--- src/tag_exchange_pkg.sv ---
// tag exchange package: constants, register offsets and carrier structs for the tag host buffer
// assumes a 32-bit classic wishbone master and a single 50 MHz clock
package tag_exchange_pkg;

   // ----------------------------------------
   // buffer geometry
   // ----------------------------------------
   localparam int BUF_DEPTH = 32;
   localparam int PTR_W = 5;
   localparam int CNT_W = 6;
   localparam logic [CNT_W-1:0] BUF_FULL = 6'h20;

   // ----------------------------------------
   // register offsets (byte addresses)
   // ----------------------------------------
   localparam logic [7:0] OFF_CTRL = 8'h00;
   localparam logic [7:0] OFF_IRQ0 = 8'h04;
   localparam logic [7:0] OFF_IRQ1 = 8'h08;
   localparam logic [7:0] OFF_BSTAT2 = 8'h0c;
   localparam logic [7:0] OFF_BSTAT1 = 8'h10;
   localparam logic [7:0] OFF_BUFDATA = 8'h14;
   localparam logic [7:0] OFF_CMD = 8'h18;
   localparam logic [7:0] OFF_EEREQ = 8'h1c;
   localparam logic [7:0] OFF_PINS = 8'h20;

   // ----------------------------------------
   // field positions
   // ----------------------------------------
   localparam int CTRL_ARBIT_BIT = 0;
   localparam int FAB_PULLUP_BIT = 5;
   localparam int IRQ0_RXS = 0;
   localparam int IRQ0_RXE = 1;
   localparam int IRQ0_TXE = 2;
   localparam int IRQ1_BUF_ERR = 0;
   localparam int IRQ1_ACC_ERR = 1;
   localparam int IRQ1_EEWR = 2;
   localparam int IRQ1_EEAC_ERR = 3;
   localparam int BST1_OVF = 0;
   localparam int BST1_UNF = 1;
   localparam logic [7:0] CMD_CLEAR_BUF = 8'hc4;
   localparam logic [7:0] CMD_TRANSMIT = 8'hc8;
   localparam int EE_ADDR_W = 7;

   // ----------------------------------------
   // reset values and timing
   // ----------------------------------------
   localparam logic [7:0] IRQ_RESET = 8'h00;
   localparam logic CTRL_ARBIT_RESET = 1'b0;
   localparam int CLK_HZ = 50000000;
   localparam int EE_PROG_US = 9500;
   localparam int EE_PROG_CYC = EE_PROG_US * (CLK_HZ / 1000000);

   // ----------------------------------------
   // carriers
   // ----------------------------------------
   typedef struct packed {
      logic valid;
      logic [8:0] data;
      logic start;
      logic stop;
   } rf_rx_t;

   typedef struct packed {
      logic ready;
      logic ack;
      logic fail;
   } ee_status_t;

   typedef enum logic [3:0] {
      OWN_IDLE = 4'b0001,
      OWN_RX = 4'b0010,
      OWN_TX = 4'b0100,
      OWN_HOST = 4'b1000
   } owner_t;

endpackage : tag_exchange_pkg

--- src/tag_host_buffer.sv ---
// tag_host_buffer: shared message buffer, interrupt registers, eeprom arbitration and pull control
// assumes a classic wishbone master, an rf framing engine and an eeprom controller on clk
`timescale 1ns/1ps

module tag_host_buffer (
   input wire logic clk,
   input wire logic nrst,
   input wire logic [31:0] wbAdrI,
   input wire logic [31:0] wbDatI,
   output logic [31:0] wbDatO,
   input wire logic wbWeI,
   input wire logic [3:0] wbSelI,
   input wire logic wbCycI,
   input wire logic wbStbI,
   output logic wbAckO,
   input wire logic [7:0] factory_config_word,
   input wire logic selectN,
   output logic strongPullEn,
   output logic weakPullEn,
   output logic irqOut,
   input wire tag_exchange_pkg::rf_rx_t rfRx,
   input wire logic rfTxReady,
   output logic rfTxValid,
   output logic [8:0] rfTxData,
   input wire logic rfEeReq,
   input wire logic rfEeWrite,
   output logic rfEeGrant,
   output logic eeReq,
   output logic eeWrite,
   output logic [tag_exchange_pkg::EE_ADDR_W-1:0] eeAddr,
   output logic [31:0] eeWData,
   input wire tag_exchange_pkg::ee_status_t eeStat
);
   // ----------------------------------------
   // bus decode
   // ----------------------------------------
   logic bufRdPend_reg;
   // the wait cycle of a buffer read is masked so the byte is popped only once
   wire busReq = wbCycI && wbStbI && !wbAckO && !bufRdPend_reg;
   wire [7:0] regOff = wbAdrI[7:0];
   wire wrLow = busReq && wbWeI && wbSelI[0];
   wire rdReq = busReq && !wbWeI;
   wire hitCtrl = regOff == tag_exchange_pkg::OFF_CTRL;
   wire hitIrq0 = regOff == tag_exchange_pkg::OFF_IRQ0;
   wire hitIrq1 = regOff == tag_exchange_pkg::OFF_IRQ1;
   wire hitBuf = regOff == tag_exchange_pkg::OFF_BUFDATA;
   wire hitCmd = regOff == tag_exchange_pkg::OFF_CMD;
   wire hitEe = regOff == tag_exchange_pkg::OFF_EEREQ;

   logic arbit_reg;
   logic [7:0] irq0_reg, irq1_reg;
   logic ovf_reg, unf_reg;
   logic [tag_exchange_pkg::PTR_W-1:0] wrPtr_reg, rdPtr_reg;
   logic [tag_exchange_pkg::CNT_W-1:0] count_reg;
   tag_exchange_pkg::owner_t owner_reg, owner_next;
   logic initDone_reg, pullCfg_reg;
   logic eeBusy_reg, eeHost_reg, eeHostWr_reg;
   logic txPend_reg;
   logic [7:0] bufRData;

   // ----------------------------------------
   // ownership grant
   // ----------------------------------------
   // host buffer data accesses are single-cycle, so the host never holds the buffer
   wire hostBufWr = wrLow && hitBuf;
   wire hostBufRd = rdReq && hitBuf;
   wire hostBufAcc = hostBufWr || hostBufRd;
   wire ownIdle = owner_reg == tag_exchange_pkg::OWN_IDLE;
   wire hostGrant = hostBufAcc && ownIdle && !rfRx.start;
   wire accConflict = hostBufAcc && !hostGrant;
   wire cmdClear = wrLow && hitCmd && wbDatI[7:0] == tag_exchange_pkg::CMD_CLEAR_BUF;
   wire cmdTx = wrLow && hitCmd && wbDatI[7:0] == tag_exchange_pkg::CMD_TRANSMIT;
   wire rxByteOk = owner_reg == tag_exchange_pkg::OWN_RX && rfRx.valid;
   wire parityOk = ^rfRx.data == 1'b1;
   wire isFull = count_reg == tag_exchange_pkg::BUF_FULL;
   wire isEmpty = count_reg == '0;
   wire rxStore = rxByteOk && parityOk && !isFull;
   wire rxOvf = rxByteOk && isFull;
   wire hostStore = hostGrant && hostBufWr && !isFull;
   wire hostOvf = hostGrant && hostBufWr && isFull;
   wire hostUnf = hostGrant && hostBufRd && isEmpty;
   // one byte in flight: the next pop waits for the rf handshake
   wire txPop = owner_reg == tag_exchange_pkg::OWN_TX && !txPend_reg && !rfTxValid && !isEmpty;
   wire txDone = owner_reg == tag_exchange_pkg::OWN_TX && !txPend_reg && isEmpty;
   wire doPop = txPop || (hostGrant && hostBufRd && !isEmpty);
   wire doPush = rxStore || hostStore;
   // rf bit b1 arrives first and lands in D0
   wire [7:0] rxByte = rfRx.data[7:0];

   always_comb begin
      owner_next = owner_reg;
      unique case (owner_reg)
         tag_exchange_pkg::OWN_IDLE: begin
            if (rfRx.start) begin
               owner_next = tag_exchange_pkg::OWN_RX;
            end else if (cmdTx) begin
               owner_next = tag_exchange_pkg::OWN_TX;
            end
         end
         tag_exchange_pkg::OWN_RX: begin
            if (rfRx.stop) begin
               owner_next = tag_exchange_pkg::OWN_IDLE;
            end
         end
         tag_exchange_pkg::OWN_TX: begin
            if (txDone && !rfTxValid) begin
               owner_next = tag_exchange_pkg::OWN_IDLE;
            end
         end
         default: owner_next = tag_exchange_pkg::OWN_IDLE;
      endcase
   end

   byte_store store (
      .clk(clk),
      .we(doPush),
      .wAddr(wrPtr_reg),
      .wData(rxStore ? rxByte : wbDatI[7:0]),
      .rAddr(rdPtr_reg),
      .rData(bufRData)
   );

   // ----------------------------------------
   // buffer pointers and flags
   // ----------------------------------------
   wire rxBegin = ownIdle && rfRx.start;
   always_ff @(posedge clk) begin
      if (!nrst) begin
         owner_reg <= tag_exchange_pkg::OWN_IDLE;
         wrPtr_reg <= '0;
         rdPtr_reg <= '0;
         count_reg <= '0;
         ovf_reg <= 1'b0;
         unf_reg <= 1'b0;
      end else begin
         owner_reg <= owner_next;
         if (rxBegin || cmdClear) begin
            wrPtr_reg <= '0;
            rdPtr_reg <= '0;
            count_reg <= '0;
            ovf_reg <= 1'b0;
            unf_reg <= 1'b0;
         end else begin
            if (doPush) begin
               wrPtr_reg <= wrPtr_reg + 1'b1;
            end
            if (doPop) begin
               rdPtr_reg <= rdPtr_reg + 1'b1;
            end
            count_reg <= count_reg + {5'h00, doPush} - {5'h00, doPop};
         end
         // an error in the clearing cycle survives the clear
         if (rxOvf || hostOvf) begin
            ovf_reg <= 1'b1;
         end
         if (hostUnf) begin
            unf_reg <= 1'b1;
         end
      end
   end

   // ----------------------------------------
   // rf transmit path
   // ----------------------------------------
   always_ff @(posedge clk) begin
      if (!nrst) begin
         txPend_reg <= 1'b0;
         rfTxValid <= 1'b0;
         rfTxData <= '0;
      end else begin
         txPend_reg <= txPop;
         if (txPend_reg) begin
            rfTxValid <= 1'b1;
            rfTxData <= {~^bufRData, bufRData};
         end else if (rfTxValid && rfTxReady) begin
            rfTxValid <= 1'b0;
         end
      end
   end

   // ----------------------------------------
   // eeprom arbitration
   // ----------------------------------------
   // arbit 0: first come first served; arbit 1: rf aborts a running host job
   wire hostEeReq = wrLow && hitEe;
   wire eeAddrOk = wbDatI[15:8] <= 8'h7f;
   wire rfWins = rfEeReq && (!eeBusy_reg || (arbit_reg && eeHost_reg));
   wire hostEeGrant = hostEeReq && !eeBusy_reg && !rfEeReq && eeAddrOk;
   wire eeConflict = hostEeReq && (eeBusy_reg || rfEeReq);
   wire eeBadAddr = hostEeReq && !eeAddrOk && !eeConflict;
   wire eeAbort = rfWins && eeBusy_reg && eeHost_reg;
   wire hostEeEnd = eeBusy_reg && eeHost_reg && eeStat.ack;
   wire eeWrDone = hostEeEnd && eeHostWr_reg && !eeStat.fail;
   wire eeErr = (hostEeEnd && eeStat.fail) || eeAbort || eeBadAddr;

   always_ff @(posedge clk) begin
      if (!nrst) begin
         eeBusy_reg <= 1'b0;
         eeHost_reg <= 1'b0;
         eeHostWr_reg <= 1'b0;
         rfEeGrant <= 1'b0;
         eeReq <= 1'b0;
         eeWrite <= 1'b0;
         eeAddr <= '0;
         eeWData <= '0;
      end else begin
         eeReq <= 1'b0;
         if (rfWins) begin
            eeBusy_reg <= 1'b1;
            eeHost_reg <= 1'b0;
            rfEeGrant <= 1'b1;
         end else if (hostEeGrant) begin
            eeBusy_reg <= 1'b1;
            eeHost_reg <= 1'b1;
            eeHostWr_reg <= wbDatI[0];
            eeReq <= 1'b1;
            eeWrite <= wbDatI[0];
            eeAddr <= wbDatI[14:8];
            eeWData <= {wbDatI[31:16], 16'h0000};
         end else if (eeStat.ack) begin
            eeBusy_reg <= 1'b0;
            rfEeGrant <= 1'b0;
         end
      end
   end

   // ----------------------------------------
   // interrupt registers
   // ----------------------------------------
   wire [7:0] irq0Set = {5'h00, txDone && !rfTxValid && owner_reg == owner_next ? 1'b0 :
      owner_reg == tag_exchange_pkg::OWN_TX && owner_next == tag_exchange_pkg::OWN_IDLE,
      owner_reg == tag_exchange_pkg::OWN_RX && rfRx.stop, rxBegin};
   wire [7:0] irq1Set = {4'h0, eeErr, eeWrDone, accConflict || eeConflict,
      rxOvf || hostOvf || hostUnf};
   wire rdIrq0 = rdReq && hitIrq0;
   wire rdIrq1 = rdReq && hitIrq1;

   always_ff @(posedge clk) begin
      if (!nrst) begin
         irq0_reg <= tag_exchange_pkg::IRQ_RESET;
         irq1_reg <= tag_exchange_pkg::IRQ_RESET;
         irqOut <= 1'b0;
      end else begin
         // a new event in the clearing cycle survives the clear
         irq0_reg <= (rdIrq0 ? 8'h00 : irq0_reg) | irq0Set;
         irq1_reg <= (rdIrq1 ? 8'h00 : irq1_reg) | irq1Set;
         irqOut <= |(((rdIrq0 ? 8'h00 : irq0_reg) | irq0Set) |
            ((rdIrq1 ? 8'h00 : irq1_reg) | irq1Set));
      end
   end

   // ----------------------------------------
   // pull control and control register
   // ----------------------------------------
   always_ff @(posedge clk) begin
      if (!nrst) begin
         initDone_reg <= 1'b0;
         pullCfg_reg <= 1'b0;
         strongPullEn <= 1'b1;
         weakPullEn <= 1'b1;
         arbit_reg <= tag_exchange_pkg::CTRL_ARBIT_RESET;
      end else begin
         if (!initDone_reg && !selectN) begin
            initDone_reg <= 1'b1;
            pullCfg_reg <= factory_config_word[tag_exchange_pkg::FAB_PULLUP_BIT];
         end
         // before select falls both pulls are on
         strongPullEn <= initDone_reg ? pullCfg_reg : 1'b1;
         weakPullEn <= !initDone_reg;
         if (wrLow && hitCtrl) begin
            arbit_reg <= wbDatI[tag_exchange_pkg::CTRL_ARBIT_BIT];
         end
      end
   end

   // ----------------------------------------
   // bus answer
   // ----------------------------------------
   // buffer data read answers one cycle late because the store has registered output
   logic [31:0] rdMux;
   always_comb begin
      rdMux = 32'h0000_0000;
      unique case (regOff)
         tag_exchange_pkg::OFF_CTRL: rdMux = {31'h0, arbit_reg};
         tag_exchange_pkg::OFF_IRQ0: rdMux = {24'h0, irq0_reg};
         tag_exchange_pkg::OFF_IRQ1: rdMux = {24'h0, irq1_reg};
         tag_exchange_pkg::OFF_BSTAT2: rdMux = {26'h0, count_reg};
         tag_exchange_pkg::OFF_BSTAT1: rdMux = {30'h0, unf_reg, ovf_reg};
         tag_exchange_pkg::OFF_EEREQ: rdMux = {30'h0, eeBusy_reg, rfEeGrant};
         tag_exchange_pkg::OFF_PINS: rdMux = {29'h0, pullCfg_reg, weakPullEn, strongPullEn};
         default: rdMux = 32'h0000_0000;
      endcase
   end

   always_ff @(posedge clk) begin
      if (!nrst) begin
         wbAckO <= 1'b0;
         wbDatO <= '0;
         bufRdPend_reg <= 1'b0;
      end else begin
         bufRdPend_reg <= hostGrant && hostBufRd && !isEmpty;
         if (bufRdPend_reg) begin
            wbAckO <= 1'b1;
            wbDatO <= {24'h0, bufRData};
         end else if (busReq && !hostGrant) begin
            wbAckO <= 1'b1;
            wbDatO <= rdMux;
         end else if (busReq && hostGrant && !(hostBufRd && !isEmpty)) begin
            wbAckO <= 1'b1;
            wbDatO <= 32'h0;
         end else begin
            wbAckO <= 1'b0;
         end
      end
   end
endmodule : tag_host_buffer

--- src/byte_store.sv ---
// byte_store: 32-entry byte memory with registered read data
// assumes one write and one read port, both in the clk domain
`timescale 1ns/1ps
module byte_store (
   input wire logic clk,
   input wire logic we,
   input wire logic [tag_exchange_pkg::PTR_W-1:0] wAddr,
   input wire logic [7:0] wData,
   input wire logic [tag_exchange_pkg::PTR_W-1:0] rAddr,
   output logic [7:0] rData
);
   logic [7:0] mem [tag_exchange_pkg::BUF_DEPTH];

   always_ff @(posedge clk) begin
      if (we) begin
         mem[wAddr] <= wData;
      end
      rData <= mem[rAddr];
   end
endmodule : byte_store

--- config.mk ---
export PLATFORM = sky130hd
export DESIGN_NAME = tag_host_buffer
export DESIGN_NICKNAME = d
export VERILOG_FILES = /design/src/tag_exchange_pkg.sv /design/src/tag_host_buffer.sv /design/src/byte_store.sv
export SDC_FILE = /design/constraint.sdc
export NUM_CORES = 1
export LEC_CHECK = 0
export CAP_MARGIN = 5
export CORE_ASPECT_RATIO = 0.6
export CORE_MARGIN = 5
export CORE_UTILIZATION = 57
export DETAILED_ROUTE_END_ITERATION = 10
export DONT_BUFFER_PORTS = 1
export GPL_TIMING_DRIVEN = 0
export HOLD_SLACK_MARGIN = 0.05
export PLACE_DENSITY = 0.86
export SLEW_MARGIN = 20
export SYNTH_ARGS = -nofsm -noshare
export SYNTH_HDL_FRONTEND = slang
export SYNTH_SLANG_ARGS = --single-unit
--- constraint.sdc ---
create_clock -name clk -period 2.7 [get_ports clk]
set_input_delay 0.27 -clock clk [delete_from_list [all_inputs] [get_ports clk]]
set_output_delay 0.27 -clock clk [all_outputs]
set_load 0.01 [all_outputs]
==> flow_summary_export.csv <==
group,metric,value,unit
drt,drc_errors,0,
drt,wl_per_cell,31.6,um
drt,vias,10368,
sta,setup-tns-final,-69.28,ns
floorplan,die_y,135,um
logic_synthesis,ys_seq_elements,357,
power,p_int,8600,uW
sta,period_minus_slack,3.18,ns
layout,largest_register,"store.mem",
sta,setup_slack,-0.485,ns
sta,hold_viol_final,0,
power,p_clk_frac,0.422,
grt,antenna_found_initial,6,
sta,fmax,0.314,GHz
cts,cts_buffers,31,
floorplan,die_area,29300,um2
min_path,min_from,"rfRx[2]",
setup_path,r2r-start,"bufRdPend_reg",
logic_synthesis,synth_area_per_cell,15.1,um2
grt,grt_max_degree,33,
cts,cts_root_buf,"clkbuf_16",
power,seq_power_share,0.538,
sta,holdWs,0.0575,ns
drt,drtIter0Drc,1951,
layout,num-nets-final,1257,
setup_path,critical_path_class,"register to register",
flow_run,cap_violations,0,
logic_synthesis,yosysUniqueCellTypes,66,
floorplan,initial_core_util,0.580,
logic_synthesis,yosys_warnings,0,
cts,cts_max_level,1,
logic_synthesis,synth-edff-count,256,
power,swShare,0.212,
drt,routed_via_density,6.82,
layout,reg_top3,"store.mem x256, eeWData x16, rfTxData x9",
floorplan,die_width,218,um
grt,grt_pass1_vias,9590,
logic_synthesis,async_flop_share,0,
setup_path,path_max_fanout,10,
power,vdd_drop_max,0.000533,V
place,port_buffers,0,
cts,cts_sinks,357,
setup_path,required,2.90,ns
place,post-dp-hpwl,25700,um
place,place_congestion,0.996,
drt,drtAntennaViolNets,0,
layout,fin_util,0.700,
min_path,hold_path_class,"input port to register",
sta,tightest_slew,1.16,ns
status,violations,"negative setup slack",
logic_synthesis,yosysSeqAreaShare,0.659,
power,power_density,615,nW/um2
cts,cts_tree,"yes",
sta,report.final.slew_viol_count,0,
layout,n_fill_cell,1454,
setup_path,worstPathArrival,3.38,ns
sta,setup_viol,266,
cts,worstSkewPairLatency,0.57,ns
cts,cts_buffer_depth,3,
logic_synthesis,ys.flop_type,"edfxtp_1",
setup_path,cp-start-kind,"register",
logic_synthesis,syn-instance-count,979,
floorplan,rows,45,
layout,largest_reg_flops,256,
status,status,"finished, violations left",
sta,slew_headroom,0.227,
drt,drt_pass1_iterations,7,
layout,areaGrowthSynthToFinish,20.6,%
grt,grt_pass1_wl,64900,um
power,combPwrFrac,0.039,
grt,grt_usage,0.302,
setup_path,crit_start,"bufRdPend_reg",
layout,drive_above_1_share,0.295,
sta,rsz0062_at_grt,"true",
floorplan,pin_count,188,
sta,period_share,1.18,
cts,cts.reportedPaths.clkPinSlew,0.08,ns
logic_synthesis,syn-cell-area,14700,um2
floorplan,core-area,25400,um2
drt,wl,48000,um
sta,fin_skew,0.0204,ns
setup_path,endpoint_kind,"register",
grt,grt_remaining_overflow,0,
power,p_leak,0.00585,uW
power,switchingPower,2320,uW
## power by group through the flow
stage / Combinational (uW) / Sequential, uW / Clock (uW)
5_1_grt: 438 / 5880 / 4800
3_3_place_gp: 277 / 6000 / 0
6_report: 430 / 5880 / 4610
3_5_place_dp: 291 / 6000 / 0
2_1_floorplan: 215 / 6000 / 0
4_1_cts: 377 / 5880 / 4530
## logic make-up (layout without fill, tap and decap cells)
| family | count (synthesis) | after routing | share of synthesized area |
|---|---|---|---|
| AOI/OAI and AO/OA | 94 | 94 | 0.0379 |
| xor gates and xnor gates | 24 | 24 | 0.0152 |
| adders and majority gates | 15 | 15 | 0.0132 |
| buffers and inverters | 105 | 237 | 0.0388 |
| DFF | 357 | 357 | 0.659 |
| muxes | 113 | 128 | 0.147 |
| other | 1 | 44 | 0.000254 |
| and+or+nand+nor | 270 | 270 | 0.0886 |
## layout by cell type, fill, tap and decap left out, types with 4 or more instances in the layout
| cell | Yosys | final |
|---|---|---|
| edfxtp_1 | 256 | 256 |
| dfxtp_1 | 101 | 95 |
| nand2_1 | 94 | 92 |
| mux4_2 | 80 | 80 |
| buf_4 | 41 | 70 |
| a21oi_1 | 50 | 47 |
| nor2_1 | 78 | 45 |
| conb_1 | 1 | 41 |
| dlygate4sd3_1 | 0 | 39 |
| clkbuf_16 | 0 | 31 |
| clkbuf_1 | 25 | 26 |
| nor2_4 | 0 | 22 |
| nand3_1 | 23 | 22 |
| mux2_4 | 0 | 21 |
| inv_1 | 21 | 18 |
| xnor2_1 | 18 | 17 |
| o21ai_0 | 13 | 13 |
| mux2i_1 | 13 | 13 |
| mux2_2 | 19 | 12 |
| nor2_2 | 0 | 11 |
| buf_6 | 1 | 11 |
| ha_1 | 14 | 11 |
| and3_1 | 11 | 10 |
| a22oi_1 | 9 | 9 |
| nor3_1 | 8 | 8 |
| buf_2 | 11 | 7 |
| nand3b_1 | 6 | 6 |
| or3_1 | 7 | 5 |
| o211ai_1 | 5 | 5 |
| clkinv_2 | 0 | 5 |
| xor2_1 | 5 | 4 |
| nand4_1 | 4 | 4 |
| inv_2 | 0 | 4 |
| or3b_2 | 4 | 4 |
| and2_1 | 4 | 4 |
| a21oi_2 | 1 | 4 |
| clkbuf_2 | 0 | 4 |
| bufinv_16 | 0 | 4 |
## routing by layer
metal	track usage	vias up	part of all wire
met5	0	-	0.00098
met4	0.0526	8	0.041
met3	0.167	232	0.19
met2	0.429	1125	0.43
met1	0.419	5024	0.33
li1	-	3979	-
## cells in the mapped netlist (9+ instances only)
library cell,count,area share
clkbuf_1,25,0.0064
nand2_1,94,0.024
mux2_2,19,0.015
and3_1,11,0.0047
a21oi_1,50,0.017
mux2i_1,13,0.0088
edfxtp_1,256,0.52
dfxtp_1,101,0.14
mux4_2,80,0.12
a22oi_1,9,0.0046
buf_2,11,0.0037
ha_1,14,0.012
nor2_1,78,0.020
buf_4,41,0.021
xnor2_1,18,0.011
inv_1,21,0.0053
nand3_1,23,0.0078
o21ai_0,13,0.0044
## final cells by class
class                           instances  area, um2  share of cell area
Sequential cell                       357       9720               0.547
Multi-Input combinational cell        572       5240               0.295
Clock buffer                           41        843              0.0474
Timing Repair Buffer                   76        729              0.0410
Buffer                                 81        517              0.0291
Tap cell                              352        440              0.0248
Clock inverter                         16        181              0.0102
Inverter                               23       92.6             0.00521
Antenna cell                            3       7.51            0.000422
## what timing repair did
action,CTS,global route
endpoints found under the hold margin,45,4
cloned,14,1
hold buffers,37,2
pin swaps,18,18
gates resized for setup,86,55
endpoints found under the setup margin,525,551
buffers inserted,25,13
## worst paths after layout
check | endpoint | slack (ns) | cells after the start
setup reg to reg | store.mem[22][7] | -0.48 | 7
setup / recovery | store.mem[22][7] | -0.48 | 7
hold reg to reg | weakPullEn | 0.46 | 1
hold / removal | store.mem[31][0] | 0.06 | 1
## through the flow
| stage | power [uW] | std cells | instance area, um2 | setup WS, ns |
|---|---|---|---|---|
| 2_1_floorplan | 6210 | 1019 | 14900 | -0.104 |
| 3_3_place_gp | 6280 | 1371 | 15400 | -0.858 |
| 3_5_place_dp | 6290 | 1371 | 15400 | -0.890 |
| 4_1_cts | 10800 | 1504 | 17400 | -0.251 |
| 5_1_grt | 11100 | 1518 | 17800 | -0.461 |
| 6_report | 10900 | 1521 | 17800 | -0.485 |
## critical path: stages, from the launching register on
cell and delay (ns):
dfxtp_1 0.37, buf_2 0.22, and4bb_4 0.41, and3_2 0.30
nand3_2 0.11, o21ai_4 0.15, nand2_1 0.60, nor2_2 0.66
Power figures use the tool's default switching activity.
